**src/ctu_pkg.sv**
```systemverilog
/*
 Package for the cascaded timer pair: register offsets, control field
 positions, reset values and clock source codes.
 Assumes a 32-bit APB register bus and a single core clock.
*/
`default_nettype none

package ctu_pkg;

   localparam int unsigned CNT_W = 16;
   localparam int unsigned CTL_W = 8;
   localparam int unsigned PSC_W = 3;
   localparam int unsigned PDIV_W = 7;

   localparam logic [7:0] OFS_T1_CTL = 8'h00;
   localparam logic [7:0] OFS_T2_CTL = 8'h04;
   localparam logic [7:0] OFS_T1_CNT = 8'h08;
   localparam logic [7:0] OFS_T2_CNT = 8'h0c;
   localparam logic [7:0] OFS_CH_CTL = 8'h10;
   localparam logic [7:0] OFS_TIME32 = 8'h14;

   localparam int unsigned BIT_CASCADE = 7;
   localparam int unsigned BIT_ENABLE = 6;
   localparam int unsigned BIT_DIR = 5;
   localparam int unsigned SRC_HI = 4;
   localparam int unsigned SRC_LO = 3;
   localparam int unsigned PSC_HI = 2;
   localparam int unsigned PSC_LO = 0;
   localparam int unsigned BIT_CHAIN = 0;

   localparam logic [1:0] SRC_CORE = 2'h0;
   localparam logic [1:0] SRC_EXT = 2'h1;

   localparam logic [CTL_W-1:0] CTL_RST = 8'h00;
   localparam logic [CTL_W-1:0] CH_RST = 8'h00;
   localparam logic [CTL_W-1:0] T1_CTL_MASK = 8'h7f;
   localparam logic [CTL_W-1:0] CH_CTL_MASK = 8'hfe;
   localparam logic [CNT_W-1:0] CNT_RST = 16'h0000;
   localparam logic [CNT_W-1:0] CNT_MAX = 16'hffff;

endpackage

`default_nettype wire

```
**src/ctu_tmr_if.sv**
```systemverilog
/*
 Carrier between the register block and one timer unit.
 Assumes both ends run on the core clock.
*/
`timescale 1ns/10ps
`default_nettype none

interface ctu_tmr_if;
   logic                       enable;
   logic                       up;
   logic                       src_tick;
   logic [ctu_pkg::PSC_W-1:0]  presc;
   logic                       use_bypass;
   logic                       bypass_tick;
   logic                       load;
   logic [ctu_pkg::CNT_W-1:0]  load_val;
   logic [ctu_pkg::CNT_W-1:0]  count;
   logic                       ovf;
   logic                       presc_tick;

   modport unit (input enable, up, src_tick, presc, use_bypass, bypass_tick, load, load_val,
                 output count, ovf, presc_tick);
   modport ctrl (output enable, up, src_tick, presc, use_bypass, bypass_tick, load, load_val,
                 input count, ovf, presc_tick);
endinterface

`default_nettype wire

```
**src/ctu_timer_unit.sv**
```systemverilog
/*
 One 16-bit timer: prescaler, clock selector between prescaler and bypass
 tick, and an up/down counter with a load port.
 Assumes the source tick is a one-cycle enable pulse on the core clock.
*/
`timescale 1ns/10ps
`default_nettype none

module ctu_timer_unit
(
   input  wire logic  core_clk_i,
   input  wire logic  rst_n_i,
   ctu_tmr_if.unit    tif
);

   logic [ctu_pkg::PDIV_W-1:0] pdiv_reg;
   logic [ctu_pkg::PDIV_W-1:0] pdiv_next;
   logic [ctu_pkg::CNT_W-1:0]  count_reg;
   logic [ctu_pkg::CNT_W-1:0]  count_next;
   logic [ctu_pkg::PDIV_W-1:0] pdiv_last;
   logic                       step;

   always_comb
   begin
      pdiv_last = (ctu_pkg::PDIV_W'(1) << tif.presc) - ctu_pkg::PDIV_W'(1);
      tif.presc_tick = tif.src_tick && (pdiv_reg >= pdiv_last); // RQ3
      pdiv_next = pdiv_reg;
      if (!tif.enable || tif.presc_tick)
      begin
         pdiv_next = '0;
      end
      else if (tif.src_tick)
      begin
         pdiv_next = pdiv_reg + ctu_pkg::PDIV_W'(1);
      end
      // The bypass path skips the prescaler entirely, so a cascaded timer moves once per carry.
      step = tif.enable && (tif.use_bypass ? tif.bypass_tick : tif.presc_tick); // RQ2 RQ3 RQ6
      tif.ovf = step && !tif.load && (tif.up ? (count_reg == ctu_pkg::CNT_MAX)
                                             : (count_reg == ctu_pkg::CNT_RST));
      count_next = count_reg;
      if (tif.load)
      begin
         count_next = tif.load_val;
      end
      else if (step)
      begin
         count_next = tif.up ? count_reg + ctu_pkg::CNT_W'(1) : count_reg - ctu_pkg::CNT_W'(1);
      end
      tif.count = count_reg;
   end

   always_ff @(posedge core_clk_i)
   begin
      if (!rst_n_i)
      begin
         pdiv_reg <= '0;
         count_reg <= ctu_pkg::CNT_RST;
      end
      else
      begin
         pdiv_reg <= pdiv_next;
         count_reg <= count_next;
      end
   end

endmodule

`default_nettype wire

```
**src/ctu_cascaded_timer.sv**
```systemverilog
/*
 Cascaded timer pair with an APB register slave: two 16-bit timers that
 can be joined into one 32-bit time base, plus a channel control register.
 Assumes APB signals synchronous to core_clk_i and external ticks that are
 one-cycle pulses already synchronous to the same clock.
*/
// How it works
// RQ1 - With cascade bit 7 set, timer 1 direction bit steers both timers.
// RQ2 - With cascade set, timer 1 overflow clocks timer 2, skipping its prescaler.
// RQ3 - Source select bits 4:3 feed prescaler; prescaler or overflow chosen by cascade bit.
// RQ4 - Channel control bit 0 has no chaining effect; software writes it zero.
// RQ5 - Only the timer pair forms 32 bits; channels are never joined.
// RQ6 - Cascade clear: each timer uses its own direction and prescaled clock.
`timescale 1ns/10ps
`default_nettype none

module ctu_cascaded_timer
(
   input  wire logic        core_clk_i,
   input  wire logic        rst_n_i,
   input  wire logic        psel_i,
   input  wire logic        penable_i,
   input  wire logic        pwrite_i,
   input  wire logic [7:0]  paddr_i,
   input  wire logic [31:0] pwdata_i,
   input  wire logic [1:0]  ext_tick_i,
   output logic      [31:0] prdata_o,
   output logic             pready_o,
   output logic             pslverr_o,
   output logic             timer2_overflow_o
);

   ctu_tmr_if t1_if ();
   ctu_tmr_if t2_if ();

   logic [ctu_pkg::CTL_W-1:0] timer1_control_reg;
   logic [ctu_pkg::CTL_W-1:0] timer1_control_next;
   logic [ctu_pkg::CTL_W-1:0] timer2_control_reg;
   logic [ctu_pkg::CTL_W-1:0] timer2_control_next;
   logic [ctu_pkg::CTL_W-1:0] channel_control_reg;
   logic [ctu_pkg::CTL_W-1:0] channel_control_next;
   logic [31:0]               prdata_reg;
   logic [31:0]               prdata_next;
   logic                      pready_reg;
   logic                      pready_next;
   logic                      pslverr_reg;
   logic                      pslverr_next;
   logic                      t2ovf_reg;
   logic                      t2ovf_next;
   logic                      wr_en;
   logic                      cascade;
   logic [31:0]               rd_word;
   logic                      rd_hit;

   function automatic logic src_tick_of(input logic [1:0] sel, input logic ext);
      src_tick_of = (sel == ctu_pkg::SRC_CORE) || ((sel == ctu_pkg::SRC_EXT) && ext);
   endfunction

   function automatic logic addr_known(input logic [7:0] a);
      addr_known = (a == ctu_pkg::OFS_T1_CTL) || (a == ctu_pkg::OFS_T2_CTL) ||
                   (a == ctu_pkg::OFS_T1_CNT) || (a == ctu_pkg::OFS_T2_CNT) ||
                   (a == ctu_pkg::OFS_CH_CTL) || (a == ctu_pkg::OFS_TIME32);
   endfunction

   assign cascade = timer2_control_reg[ctu_pkg::BIT_CASCADE];
   assign wr_en = psel_i && penable_i && pready_reg && pwrite_i && addr_known(paddr_i);

   // Timer control hookup.
   always_comb
   begin
      t1_if.enable = timer1_control_reg[ctu_pkg::BIT_ENABLE];
      t1_if.up = timer1_control_reg[ctu_pkg::BIT_DIR];
      t1_if.presc = timer1_control_reg[ctu_pkg::PSC_HI:ctu_pkg::PSC_LO];
      t1_if.src_tick = src_tick_of(timer1_control_reg[ctu_pkg::SRC_HI:ctu_pkg::SRC_LO], ext_tick_i[0]);
      t1_if.use_bypass = 1'b0;
      t1_if.bypass_tick = 1'b0;
      t1_if.load = wr_en && (paddr_i == ctu_pkg::OFS_T1_CNT);
      t1_if.load_val = pwdata_i[ctu_pkg::CNT_W-1:0];
      t2_if.enable = timer2_control_reg[ctu_pkg::BIT_ENABLE];
      // With cascade set, timer 1's direction bit rules both halves so the 32-bit value never tears.
      t2_if.up = cascade ? timer1_control_reg[ctu_pkg::BIT_DIR]
                         : timer2_control_reg[ctu_pkg::BIT_DIR]; // RQ1 RQ6
      t2_if.presc = timer2_control_reg[ctu_pkg::PSC_HI:ctu_pkg::PSC_LO];
      t2_if.src_tick = src_tick_of(timer2_control_reg[ctu_pkg::SRC_HI:ctu_pkg::SRC_LO],
                                   ext_tick_i[1]); // RQ3
      t2_if.use_bypass = cascade; // RQ2
      t2_if.bypass_tick = t1_if.ovf; // RQ2
      t2_if.load = wr_en && (paddr_i == ctu_pkg::OFS_T2_CNT);
      t2_if.load_val = pwdata_i[ctu_pkg::CNT_W-1:0];
   end

   ctu_timer_unit u_timer1
   (
      .core_clk_i (core_clk_i),
      .rst_n_i    (rst_n_i),
      .tif        (t1_if.unit)
   );

   ctu_timer_unit u_timer2
   (
      .core_clk_i (core_clk_i),
      .rst_n_i    (rst_n_i),
      .tif        (t2_if.unit)
   );

   // Register read mux.
   always_comb
   begin
      rd_hit = 1'b1;
      rd_word = 32'h0000_0000;
      unique case (paddr_i)
         ctu_pkg::OFS_T1_CTL: rd_word[ctu_pkg::CTL_W-1:0] = timer1_control_reg;
         ctu_pkg::OFS_T2_CTL: rd_word[ctu_pkg::CTL_W-1:0] = timer2_control_reg;
         ctu_pkg::OFS_T1_CNT: rd_word[ctu_pkg::CNT_W-1:0] = t1_if.count;
         ctu_pkg::OFS_T2_CNT: rd_word[ctu_pkg::CNT_W-1:0] = t2_if.count;
         ctu_pkg::OFS_CH_CTL: rd_word[ctu_pkg::CTL_W-1:0] = channel_control_reg; // RQ4
         // The only 32-bit value is the timer pair; channels have no joined form.
         ctu_pkg::OFS_TIME32: rd_word = {t2_if.count, t1_if.count}; // RQ5
         default: rd_hit = 1'b0;
      endcase
   end

   // Bus and register next state.
   always_comb
   begin
      timer1_control_next = timer1_control_reg;
      timer2_control_next = timer2_control_reg;
      channel_control_next = channel_control_reg;
      prdata_next = prdata_reg;
      pslverr_next = 1'b0;
      // The answer is prepared in the setup cycle, so every access ends at its first access edge.
      pready_next = psel_i && !penable_i;
      if (psel_i && !penable_i)
      begin
         prdata_next = (rd_hit && !pwrite_i) ? rd_word : 32'h0000_0000;
         pslverr_next = !rd_hit;
      end
      else if (psel_i && penable_i && pready_reg)
      begin
         pslverr_next = 1'b0;
      end
      else
      begin
         pslverr_next = pslverr_reg;
      end
      if (wr_en && paddr_i == ctu_pkg::OFS_T1_CTL)
      begin
         timer1_control_next = pwdata_i[ctu_pkg::CTL_W-1:0] & ctu_pkg::T1_CTL_MASK;
      end
      if (wr_en && paddr_i == ctu_pkg::OFS_T2_CTL)
      begin
         timer2_control_next = pwdata_i[ctu_pkg::CTL_W-1:0];
      end
      if (wr_en && paddr_i == ctu_pkg::OFS_CH_CTL)
      begin
         // The chain bit is dropped: joining adjacent channels is not built.
         channel_control_next = pwdata_i[ctu_pkg::CTL_W-1:0] & ctu_pkg::CH_CTL_MASK; // RQ4 RQ5
      end
      t2ovf_next = t2_if.ovf;
   end

   always_ff @(posedge core_clk_i)
   begin
      if (!rst_n_i)
      begin
         timer1_control_reg <= ctu_pkg::CTL_RST;
         timer2_control_reg <= ctu_pkg::CTL_RST;
         channel_control_reg <= ctu_pkg::CH_RST;
         prdata_reg <= 32'h0000_0000;
         pready_reg <= 1'b0;
         pslverr_reg <= 1'b0;
         t2ovf_reg <= 1'b0;
      end
      else
      begin
         timer1_control_reg <= timer1_control_next;
         timer2_control_reg <= timer2_control_next;
         channel_control_reg <= channel_control_next;
         prdata_reg <= prdata_next;
         pready_reg <= pready_next;
         pslverr_reg <= pslverr_next;
         t2ovf_reg <= t2ovf_next;
      end
   end

   assign prdata_o = prdata_reg;
   assign pready_o = pready_reg;
   assign pslverr_o = pslverr_reg;
   assign timer2_overflow_o = t2ovf_reg;
endmodule

`default_nettype wire

```
**config.mk**
```make
export PLATFORM = sky130hd
export DESIGN_NAME = ctu_cascaded_timer
export DESIGN_NICKNAME = d
export VERILOG_FILES = /design/src/ctu_pkg.sv /design/src/ctu_tmr_if.sv /design/src/ctu_timer_unit.sv /design/src/ctu_cascaded_timer.sv
export SDC_FILE = /design/constraint.sdc
export NUM_CORES = 1
export LEC_CHECK = 0
export CORE_ASPECT_RATIO = 1.25
export CORE_UTILIZATION = 55
export DETAILED_ROUTE_END_ITERATION = 6
export DONT_BUFFER_PORTS = 1
export GPL_TIMING_DRIVEN = 0
export HOLD_SLACK_MARGIN = 0.15
export PLACE_DENSITY_LB_ADDON = 0.1
export SKIP_LAST_GASP = 1
export SYNTH_ARGS = -nofsm -noshare
export SYNTH_HDL_FRONTEND = slang
export SYNTH_SLANG_ARGS = --single-unit
```
**constraint.sdc**
```tcl
create_clock -name core_clk_i -period 9.7 [get_ports core_clk_i]
set_clock_uncertainty 0.1 [all_clocks]
set_input_delay 0.97 -clock core_clk_i [delete_from_list [all_inputs] [get_ports core_clk_i]]
set_output_delay 0.97 -clock core_clk_i [all_outputs]
set_load 0.1 [all_outputs]
```
== Yosys cells after proc, flatten, opt, wreduce, memory -nomap -nowiden ==
Index checks and enable logic that the tools add are counted.

* Magnitude comparators: 2
* Reduce and logical (&&, ||, !) cells: 49
* $add $sub $neg: 8
* Shift operators: 2
* Bitwise gates (word level): 1
* Muxes and demuxes: 17
* Equal/unequal tests: 9

{| class="wikitable"
|+ Operator list
! cell !! count
|-
| two-way mux 16 bit || 7
|-
| case mux 8 bit (5 select lines) || 1
|-
| adder 16 x 1 -> 16 bit, second input constant || 2
|-
| == test 16 bit, second input constant || 2
|-
| zero test 16 bit || 2
|-
| two-way mux 32 bit || 1
|-
| subtractor 16 x 1 -> 16 bit, second input constant || 2
|-
| logical AND 1 bit || 21
|-
| == test 8 x 4 -> 1 bit, second input constant || 2
|-
| == test 8 x 5 -> 1 bit, second input constant || 2
|-
| case mux 8 bit (2 select lines) || 1
|-
| adder 7 x 1 -> 7 bit, second input constant || 2
|-
| >= comparator 7 bit || 2
|-
| << shifter 1 x 3 -> 7 bit, first input constant || 2
|-
| subtractor 7 x 2 -> 7 bit, second input constant || 2
|-
| logical OR 1 bit || 9
|-
| == test 8 x 3 -> 1 bit, second input constant || 1
|-
| zero test 8 bit || 1
|-
| zero test 1 bit || 7
|-
| two-way mux 1 bit || 7
|-
| nonzero test 2 bit || 3
|-
| OR reduction 2 bit || 3
|-
| OR reduction 6 bit || 1
|-
| == test 2 x 1 -> 1 bit, second input constant || 2
|-
| 2 further kinds || 3
|}

* Register bits: 103
* Logic and storage cells: 99
* Output and inout port bits: 35

== Logic depth before layout (Yosys ltp) ==
Gate-level depths: netlist of run 1.

* Depth in word-level cells: 15
* Gate-level depth with buffers: 19

== Modules after synthesis ==
A second synthesis of run 1 with hierarchy kept.

* Cell total of the unflattened synthesis: 748
* Area, all modules: 6556.3 µm²

{| class="wikitable"
|+ Modules (own cells, without submodules)
! module !! instances !! area an instance (µm²) !! cells an instance !! seq. area each (µm²)
|-
| ctu_cascaded_timer || 1 || 2648.8 || 261 || 1141.1
|-
| ctu_timer_unit at u_timer2 || 1 || 1956.9 || 241 || 460.4
|-
| ctu_timer_unit at u_timer1 || 1 || 1950.6 || 246 || 460.4
|}

== Least setup slack after synthesis of run 1 ==
OpenSTA, ideal clock, no wires.

* Kind: register -> register
* From: register timer1_control_reg[0] (netlist name)
* To: register u_timer2.count_reg, in the netlist u_timer2.tif.count[12]
* Library setup time: 133 ps
* Data required time: 9467 ps
* Stages on the path, launching flop included: 15
* Arrival: 2973 ps
* Setup slack: 6494 ps
* Path through: dfxtp_1 -> clkbuf_1 -> or3_1 -> ha_1 -> clkbuf_1 -> xnor2_1 -> ha_1 -> o21a_1 -> o21ai_0 -> o21ai_1 -> and3b_1 -> a41oi_4 -> buf_4 -> mux2i_1 -> a21oi_1

* Cells in the longest elaborated chain, start to end: 10

{| class="wikitable"
|+ Ends and longest elaborated chain
! element !! RTL line !! source
|-
| from (decl) || ctu_cascaded_timer.sv:36 || <nowiki>logic [ctu_pkg::CTL_W-1:0] timer1_control_reg;</nowiki>
|-
| from (signal assigned) || ctu_cascaded_timer.sv:166 || <nowiki>timer1_control_reg <= ctu_pkg::CTL_RST;</nowiki>
|-
| from (signal assigned) || ctu_cascaded_timer.sv:176 || <nowiki>timer1_control_reg <= timer1_control_next;</nowiki>
|-
| << shifter 1 x 3 -> 7 bit || ctu_timer_unit.sv:25 || <nowiki>pdiv_last = (ctu_pkg::PDIV_W'(1) << tif.presc) - ctu_pkg::PDIV_W'(1);</nowiki>
|-
| subtractor 7 x 2 -> 7 bit || ctu_timer_unit.sv:25 ||
|-
| >= comparator 7 bit || ctu_timer_unit.sv:26 || <nowiki>tif.presc_tick = tif.src_tick && (pdiv_reg >= pdiv_last);</nowiki>
|-
| logical AND 1 bit || ctu_timer_unit.sv:26 ||
|-
| logical AND 1 bit || ctu_timer_unit.sv:37 || <nowiki>step = tif.enable && (tif.use_bypass ? tif.bypass_tick : tif.presc_tick);</nowiki>
|-
| logical AND 1 bit (2 in series) || ctu_timer_unit.sv:38 || <nowiki>tif.ovf = step && !tif.load && (tif.up ? (count_reg == ctu_pkg::CNT_MAX)</nowiki>
|-
| two-way mux 1 bit || ctu_timer_unit.sv:37 ||
|-
| logical AND 1 bit || ctu_timer_unit.sv:37 ||
|-
| nonzero test 2 bit (no source line) || - ||
|-
| to (signal assigned) || ctu_timer_unit.sv:57 || <nowiki>count_reg <= ctu_pkg::CNT_RST;</nowiki>
|-
| to (signal assigned) || ctu_timer_unit.sv:62 || <nowiki>count_reg <= count_next;</nowiki>
|-
| to (decl) || ctu_timer_unit.sv:18 || <nowiki>logic [ctu_pkg::CNT_W-1:0] count_reg;</nowiki>
|}

No other way between the ends.
A chain may end at the register's enable or synchronous reset.

== Worst setup path in the final report of run 1 ==
* From: register timer1_control_reg[0] (netlist name)
* To: register u_timer1.count_reg, in the netlist u_timer1.tif.count[2]

* Cells in the longest elaborated chain, start to end: 6

{| class="wikitable"
|+ Ends and longest elaborated chain
! element !! RTL line
|-
| << shifter 1 x 3 -> 7 bit || ctu_timer_unit.sv:25
|-
| subtractor 7 x 2 -> 7 bit || ctu_timer_unit.sv:25
|-
| >= comparator 7 bit || ctu_timer_unit.sv:26
|-
| logical AND 1 bit || ctu_timer_unit.sv:26
|-
| logical AND 1 bit || ctu_timer_unit.sv:37
|-
| nonzero test 2 bit (no source line) || -
|-
| to (signal assigned) || ctu_timer_unit.sv:57
|-
| to (signal assigned) || ctu_timer_unit.sv:62
|-
| to (decl) || ctu_timer_unit.sv:18
|}

No other way between the ends.

==> impl_metrics.yaml, run 1 <==
floorplan:
  start_util: 0.566
  ios: 82
  dieArea_um2: 11800
  fp.dieH_um: 121
  core_um2: 11100
  die_x_um: 97.6
  core.rowCount: 43
route:
  drt-vias-per-instance: 6.41
  ant_nets: 0
  wl_mm: 17.4
  wl_per_cell_um: 19.0
  drcViolationCount: 1
  drtIter0Drc: 362
  dr.pass1.iters: 7
  vias: 5890
place:
  port_buffers: 0
  dp_cells: 903
  gp_congestion: 0.960
  dp_hpwl_mm: 13.5
layout:
  num_antenna_cells: 0
  syn2layout_area_growth_pct: 6.92
  final_common_cell: "nor2_1"
  nets: 874
  final_cell_mix: "nor2_1, dfxtp_1, a21oi_1"
  largest_reg_flops: 32
  fillers: 1021
  instances_no_fill: 919
  utilization: 0.606
  drive_above_1_share: 0.0383
timing:
  max_freq_ghz: 0.272
  post-route-min-period_ps: 3680
  slew_headroom: 0.219
  totalNegativeSetupSlack_ps: 0
  hold_violations: 0
  finalCritPeriodShare: 0.379
  setup_viol: 0
  rsz0062_at_grt: "no"
  worst_slew_pin_slew_ps: 1160
  maxSlewViolCount: 0
global_routing:
  grt_use_total: 0.299
  grt_pass1_vias: 5728
  grt_pass1_wl_mm: 28.0
  grt-ovfl-total: 0
  grt_max_degree: 20
  antenna_found_initial: 0
synth:
  synth_cells: 768
  ys_warn_count: 0
  async_flop_share: 0
  avgSynthCellArea_um2: 8.17
  synth_edf_count: 0
  synth_fp_nets: 863
  ys.flop_type: "dfxtp_1"
  ys_types: 56
  synthesis.area_um2: 6280
  yosys_register_bits: 103
  seq_area_frac_synth: 0.328
run_status:
  outcome: "finished, violations left"
  violations: "design-rule violations"
setup_path:
  path_cells: "clkbuf_1, or3_1, ha_1, clkbuf_1, xnor2_1, ha_1, o21a_1, o21ai_0, o21ai_1, nand2b_1, buf_2, clkbuf_1, nand2_1, o21ai_0, nand2_1, a21oi_1"
  worstPathMaxFanout: 10
  r2r_setup_slack_ps: 6020
  start_kind: "register"
  cp_slowest_stage_delay_ps: 430
  end_kind: "register"
  crit_slowest_cell: "or3_1"
  critical_path_arrival_ps: 3850
  crit_top_cell: "clkbuf_1"
  criticalPathCategory: "register to register"
  required_ps: 9870
clock_network:
  cts_buffers: 9
  cts-resized-gates: 0
  clkLatencyLatePin_ps: 350
  clock_path_buffers: 2
  post_cts_buffers: 0
  cts_tree: "done"
  root_buffer: "clkbuf_16"
  cts.sinks: 103
  clk_pin_slew_ps: 70
  cts_hold_buf: 0
  cts-htree-levels: 3
min_path:
  hp-class: "register to register"
power_and_ir_drop:
  p_leak_nw: 2.80
  ir_drop_mv: 0.0920
  p_per_area_nw_per_um2: 116
job:
  maxCapViolCount: 0
cell usage after synthesis (8+ instances only):
| master | instances | area, um2 |
|---|---|---|
| ha_1 | 46 | 576 |
| nand3_1 | 23 | 115 |
| nor3_1 | 14 | 70.1 |
| a21o_1 | 16 | 120 |
| nand4_1 | 12 | 75.1 |
| dfxtp_1 | 103 | 2060 |
| nor2_1 | 129 | 484 |
| xnor2_1 | 26 | 228 |
| nor4_1 | 12 | 75.1 |
| nand2_1 | 40 | 150 |
| nand2b_1 | 8 | 50.1 |
| a22oi_1 | 25 | 188 |
| xor2_1 | 17 | 149 |
| clkbuf_1 | 34 | 128 |
| o21ai_0 | 31 | 155 |
| inv_1 | 14 | 52.6 |
| mux2i_1 | 38 | 380 |
| a21oi_1 | 73 | 365 |
| a211oi_1 | 12 | 90.1 |
| o21ai_1 | 14 | 70.1 |
final timing paths:
kind	startpoint	to	cells after the start
worst max-delay path	timer1_control_reg[0]	u_timer1.tif.count[2]	16
worst min-delay path	channel_control_reg[2]	channel_control_reg[2]	2
worst max register to register	timer1_control_reg[0]	u_timer1.tif.count[2]	16
worst min register to register	channel_control_reg[2]	channel_control_reg[2]	2
final cells by class:
cell class              instances  area (um2)  area share
clock inverters                 6        36.3     0.00541
plain buffers                  40         161      0.0240
multi-input cells             609        3990       0.595
clock buffers                  10         229      0.0341
flip-flops and latches        103        2060       0.307
well taps                     135         169      0.0252
inverters                      16        60.1     0.00895
cells by family after synthesis:
family | synth area share
flops | 0.328
simple gates | 0.196
xor+xnor | 0.0600
fa+ha+maj | 0.0981
buf+inv | 0.0353
mux | 0.0648
compound gates | 0.217
per-layer routing:
metal	wire (um)	global-route usage	vias to the layer above
met2	8550	0.520	213
met4	871	0.176	0
met3	1020	0.0634	63
met5	0	0	-
met1	6980	0.336	2794
li1	-	-	2820
metrics by stage:
stage	power [mW]	worst slack, ps	cell area [um2]	hold slack, ps
6_report	0.780	6020	6710	412
5_1_grt	0.805	5750	6710	431
4_1_cts	0.786	6030	6710	409
3_5_place_dp	0.456	6050	6450	392
3_3_place_gp	0.455	6060	6450	376
2_1_floorplan	0.450	6490	6280	363
power by group:
group | internal [mW] | leakage, nW | total, mW | switching [mW]
clock | 0.173 | 0.132 | 0.334 | 0.160
sequential | 0.423 | 0.829 | 0.426 | 0.00350
combinational | 0.00444 | 1.84 | 0.0199 | 0.0154
critical path, delay by kind of cell (launching register included):
family	cells	cell delay [ps]
DFF	1	300
buffers and inverters	4	980
adders and majority gates	2	470
and+or+nand+nor	4	880
AOI/OAI and AO/OA	5	710
xor gates and xnor gates	1	160
No activity file was read; power rests on OpenSTA's default activity.
==> run 2: changes to the inputs <==
Settings changed: ABC_AREA set to 1.
Clock period 9.7 ns to 3.27 ns, I/O delays scaled along.
==> run 2 against run 1 <==
Effect of this change:
- the flow now finishes without violations
- non-clock buffer count up 5
- utilization up 1.3 points
- sequential share of layout area down 3.2 points
- clock power rose to 3.4 times the previous value
- combinational power rose to 4.0 times the previous value
- critical path type unchanged
- critical endpoint is now u_timer2.tif.count[6]
==> impl_metrics.yaml, run 2 <==
setup_path:
  worstPathMaxFanout: 10
  cpLargestDelayFamily: "simple AND/OR/NAND/NOR gates"
  critical_path_arrival_ps: 3180
  path_cells: "nor2_2, nand2_1, ha_1, o21ai_0, a21oi_1, xor2_1, ha_1, nand2_1, nor2_1, nand3_1, nand3_1, nand2_1, nor2_1, nand3_2, nand2_4, nand2_8, nand2_4, buf_6, nand2_1, a21oi_1"
  end_kind: "register"
  criticalPathCategory: "register to register"
  cp_slowest_stage_delay_ps: 330
  required_ps: 3450
  cp.buffers_inverters: 1
  crit_top_cell: "nand2_1"
  crit_slowest_cell: "dfxtp_1"
  start_kind: "register"
route:
  vias: 6672
  wl_per_cell_um: 16.4
  wl_mm: 19.3
  drtIter0Drc: 404
  drt-vias-per-instance: 5.69
  dr.pass1.iters: 6
  drcViolationCount: 0
  ant_nets: 0
timing:
  slew_headroom: 0.312
  hold_violations: 0
  worst_slew_pin_slew_ps: 1030
  holdWs_ps: 151
  post-route-min-period_ps: 3000
  maxSlewViolCount: 0
  setup_viol: 0
  max_freq_ghz: 0.333
  finalCritPeriodShare: 0.918
  fin_ws_ps: 269
  rsz0062_at_grt: "no"
synth:
  synth.area.top_cells: "dfxtp_1, nand2_1, ha_1"
  synth_fp_nets: 1069
  synth_compound_area_frac: 0.182
  avgSynthCellArea_um2: 6.96
  seq_area_frac_synth: 0.304
  synthSimpleGateAreaFrac: 0.309
  synth_top_area_frac: 0.304
  synth_xor_area_frac: 0.0413
  yosys_register_bits: 103
  ys.flop_type: "dfxtp_1"
  synth_fa_ha_area_frac: 0.0908
  ys_types: 49
  synth.area.mux_share: 0.00148
  synthesis.area_um2: 6780
  ys_warn_count: 0
  synth_cells: 974
  synth_top_area_cell: "dfxtp_1"
  async_flop_share: 0
  synth_edf_count: 0
  synth_common_cells: "nand2_1, nor2_1, dfxtp_1"
  yosys.cell_count.top_type: "nand2_1"
  synth_top_family_by_area: "simple AND/OR/NAND/NOR gates"
place:
  gp_congestion: 0.917
  dp_slack_ps: 40.0
  dp_hpwl_mm: 14.7
  port_buffers: 0
  placed_area_um2: 6990
power_and_ir_drop:
  ir_drop_mv: 0.202
  p_leak_nw: 3.15
  p_per_area_nw_per_um2: 329
layout:
  utilization: 0.619
  nets: 1099
  final_cell_mix: "nand2_1, nor2_1, dfxtp_1"
  num_antenna_cells: 0
  final_area_um2: 7490
  final_common_cell: "nand2_1"
  drive_above_1_share: 0.0793
  syn2layout_area_growth_pct: 10.5
  largest_reg_flops: 32
clock_network:
  cts-htree-levels: 3
  root_buffer: "clkbuf_16"
  cts_tree: "done"
  clk_pin_slew_ps: 70
  clkLatencyLatePin_ps: 360
  clock_path_buffers: 2
  cts_buffers: 9
  cts.sinks: 103
floorplan:
  start_util: 0.560
  fp.dieH_um: 126
  core_um2: 12100
  die_x_um: 101
  ios: 82
  core.rowCount: 45
  dieArea_um2: 12800
global_routing:
  grt_max_degree: 20
  grt-ovfl-total: 0
  grt_pass1_vias: 6361
  grt_use_total: 0.314
  grt_pass1_wl_mm: 31.3
  antenna_found_initial: 0
min_path:
  hp-class: "primary input to register"
run_status:
  outcome: "finished clean"
job:
  maxCapViolCount: 0
-- run 2: cell types whose count changed in the layout (fill, tap and decap cells not counted), moves of 11 or more --
cell / change
a22oi_1: -11
nor2_1: -25
nand2_1: +197
xnor2_1: -17
clkbuf_1: -23
mux2i_1: -37
o22ai_1: +17
inv_1: +63
nand3_1: +50
a21oi_1: +13
dlygate4sd3_1: +15
-- run 2: worst register-to-register path: cells and delay by family (launching register included) --
family                     cells  cell delay, ps
and+or+nand+nor               13            1350
adders and majority gates      2             510
DFF                            1             330
AOI/OAI and AO/OA              3             330
xor gates and xnor gates       1             160
buffers and inverters          1             150
-- run 2: path summary, 6_finish.rpt --
kind                          startpoint                     end  slack, ps  cells after the start
hold reg to reg   channel_control_reg[3]  channel_control_reg[3]        370                      2
setup / recovery   timer1_control_reg[0]   u_timer2.tif.count[6]        270                     20
hold / removal              pwdata_i[13]  u_timer1.tif.count[13]        150                      4
setup reg to reg   timer1_control_reg[0]   u_timer2.tif.count[6]        270                     20
-- run 2: routing by layer --
| metal | vias to the layer above | wire length (um) | part of all wire | global-route usage |
|---|---|---|---|---|
| met2 | 218 | 9130 | 0.47 | 0.517 |
| met5 | - | 0 | 0 | 0 |
| met4 | 0 | 808 | 0.042 | 0.159 |
| li1 | 3366 | - | - | - |
| met1 | 3026 | 7950 | 0.41 | 0.384 |
| met3 | 62 | 1380 | 0.072 | 0.0622 |
-- run 2: per-stage QoR --
step,power (mW),setup TNS (ps),cells
final,2.47,0,1173
after global placement,1.34,-5210,1138
after global routing,2.53,0,1173
after detailed placement,1.34,0,1139
after floorplan,1.33,0,974
after CTS,2.47,0,1170
-- run 2: final cells by class --
type	instances	area, um2
Clock buffer	11	253
Timing Repair Buffer	19	180
Sequential cell	103	2060
Clock inverter	5	56.3
Inverter	90	347
Buffer	26	143
Multi-Input combinational cell	755	4240
Fill cell	1158	4610
Tap cell	164	205
-- run 2: power breakdown --
group / total (mW) / switching (mW) / internal (mW)
Clock: 1.12 / 0.485 / 0.634
Sequential: 1.27 / 0.0106 / 1.25
Combinational: 0.0803 / 0.0593 / 0.0210
-- run 2: logic make-up (layout without fill, tap and decap cells) --
| logic type | count (synthesis) | after routing |
|---|---|---|
| AOI/OAI and AO/OA | 200 | 200 |
| xor gates and xnor gates | 32 | 32 |
| adders and majority gates | 48 | 48 |
| buffers and inverters | 116 | 151 |
| DFF | 103 | 103 |
| muxes | 1 | 1 |
| and+or+nand+nor | 474 | 474 |
-- run 2: what timing repair did --
item	CTS	global route
setup buffers	0	3
resized for setup	0	9
setup endpoints to repair	0	21
hold endpoints to repair	50	0
hold buffers	15	0
==> run 3: changes to the inputs <==
Settings changed: CORE_UTILIZATION 55 to 58.
==> run 3 against run 2 <==
Effect of this change:
- worst setup slack got worse by 32 ps
- critical path depth shrank 2
- critical endpoint is now u_timer2.tif.count[10]
- register-to-register slack got worse by 30 ps
- combinational power shrank 2%
- via count is 0.39% lower
- largest power group unchanged
- sequential power about the same
- flip-flop and latch count unchanged
- critical path type unchanged
- power rose by 5.4%
- utilization increased by 4.7 points
==> impl_metrics.yaml, run 3 (synthesis gave the netlist of run 2 again) <==
setup_path:
  r2r-end: "u_timer2.tif.count[10]"
  crit_end: "u_timer2.tif.count[10]"
  crit_slowest_cell: "dfxtp_1"
  cp_slowest_stage_delay_ps: 350
  path_cells: "inv_1, nand3_1, ha_1, o21ai_0, a21oi_1, xor2_1, ha_1, nand2_1, nor2_1, nand2_1, nand3_1, nand2_1, a21oi_2, nand2_8, nand2_4, buf_6, nand2_1, a21oi_1"
  end_kind: "register"
  required_ps: 3440
  crit_top_cell: "nand2_1"
  cpLargestDelayFamily: "simple AND/OR/NAND/NOR gates"
  reg2reg_from: "timer2_control_reg[2]"
  path_depth: 18
  worstPathMaxFanout: 10
  r2r_setup_slack_ps: 240
  ff2ff_path_depth: 18
  start_kind: "register"
  crit_path_start: "timer2_control_reg[2]"
  cp.buffers_inverters: 2
  critical_path_arrival_ps: 3210
  criticalPathCategory: "register to register"
layout:
  instances_no_fill: 1143
  nets: 1098
  final_common_cell: "nand2_1"
  final_cell_mix: "nand2_1, nor2_1, dfxtp_1"
  largest_reg_flops: 32
  num_antenna_cells: 0
  syn2layout_area_growth_pct: 10.4
  final_area_um2: 7490
  drive_above_1_share: 0.0764
place:
  dp_cells: 1110
  dp_hpwl_mm: 14.3
  port_buffers: 0
  gp_congestion: 0.945
  placed_area_um2: 6960
clock_network:
  cts.sinks: 103
  cts_tree: "done"
  clkLatencyLatePin_ps: 350
  root_buffer: "clkbuf_16"
  cts-htree-levels: 3
  cts_buffers: 9
  clk_pin_slew_ps: 70
  clock_path_buffers: 2
power_and_ir_drop:
  p_per_area_nw_per_um2: 347
  p_int_mw: 2.03
  seq_power_share: 0.487
  p_total_mw: 2.60
  clkPwrFrac: 0.483
  ir_drop_mv: 0.233
  comb_power_share: 0.030
  swShare: 0.220
  p_sw_uw: 570
  p_leak_nw: 3.16
global_routing:
  grtUsageMet2: 0.555
  busiest_layer: "met2"
  grt_max_degree: 20
  grt_pass1_vias: 6114
  gr-usage-met3: 0.0605
  grt_pass1_wl_mm: 29.8
  grtUsageMet1: 0.383
  antenna_found_initial: 0
  grt-ovfl-total: 0
  grt_use_total: 0.313
timing:
  hold_violations: 0
  setup_viol: 0
  slew_headroom: 0.305
  finalCritPeriodShare: 0.928
  worst_slew_pin_slew_ps: 1040
  max_freq_ghz: 0.330
  maxSlewViolCount: 0
  rsz0062_at_grt: "no"
  post-route-min-period_ps: 3030
  holdWs_ps: 153
job:
  maxCapViolCount: 0
route:
  drt-vias-per-instance: 5.81
  wl_mm: 18.9
  dr.pass1.iters: 5
  drcViolationCount: 0
  drtIter0Drc: 438
  vias: 6646
  ant_nets: 0
  wl_per_cell_um: 16.5
floorplan:
  ios: 82
  core.rowCount: 43
  core_um2: 11200
  dieArea_um2: 12100
  fp.dieH_um: 123
  start_util: 0.603
  die_x_um: 98.7
run_status:
  outcome: "finished clean"
min_path:
  hp-class: "primary input to register"
==> run 3: changes by cell type in the layout (fill, tap and decap cells not counted), moves of 2 or more <==
cell,change
inv_2,-3
buf_4,-2
bufinv_16,+2
inv_1,+3
clkbuf_8,-2
==> run 3: power groups by stage <==
stage                     logic [mW]  registers (mW)  clock network [mW]
after floorplan               0.0330            1.29                   0
after global placement        0.0495            1.29                   0
after detailed placement      0.0495            1.29                   0
after CTS                     0.0773            1.27                1.26
after global routing          0.0816            1.26                1.31
final                         0.0786            1.26                1.25
==> run 3: metal layers <==
layer,share of wire,vias to the layer above
li1,-,3367
met1,0.42,3023
met2,0.49,227
met3,0.070,29
met4,0.020,0
met5,0,-
==> run 3: cell type report <==
type / instances / area (um2)
Multi-Input combinational cell: 755 / 4240
Clock inverter: 7 / 120
Buffer: 26 / 143
Sequential cell: 103 / 2060
Fill cell: 1047 / 3760
Inverter: 90 / 347
Tap cell: 135 / 169
Clock buffer: 9 / 225
Timing Repair Buffer: 18 / 176
==> run 3: worst min-delay path by stage <==
stage                                 startpoint                     end  slack (ps)  cells past startpoint
after floorplan           channel_control_reg[7]  channel_control_reg[7]         340                      2
after global placement    channel_control_reg[4]  channel_control_reg[4]         350                      2
after detailed placement  channel_control_reg[5]  channel_control_reg[5]         350                      2
after CTS                           pwdata_i[13]  u_timer1.tif.count[13]         160                      4
after global routing                pwdata_i[13]  u_timer1.tif.count[13]         170                      4
final                               pwdata_i[13]  u_timer1.tif.count[13]         150                      4
==> run 3: worst register-to-register path: cells and delay by family, from the launching register on <==
kind	cells	cell delay, ps
AOI/OAI and AO/OA	4	640
xor gates and xnor gates	1	160
adders and majority gates	2	550
buffers and inverters	2	360
DFF	1	350
and+or+nand+nor	9	840
==> run 3: timing repair <==
action	4_1_cts	5_1_grt
hold buffers	15	0
setup buffers	0	2
endpoints found under the setup margin	0	26
gates resized for setup	0	8
endpoints found under the hold margin	51	0
==> run 3: stage by stage <==
stage / setup WS, ps / util / TNS, ps
2_1_floorplan: 144 / - / 0
3_3_place_gp: -645 / 0.618 / -5180
3_5_place_dp: 59.3 / 0.619 / 0
4_1_cts: 39.7 / 0.663 / 0
5_1_grt: 8.59 / 0.666 / 0
6_report: 237 / 0.666 / 0
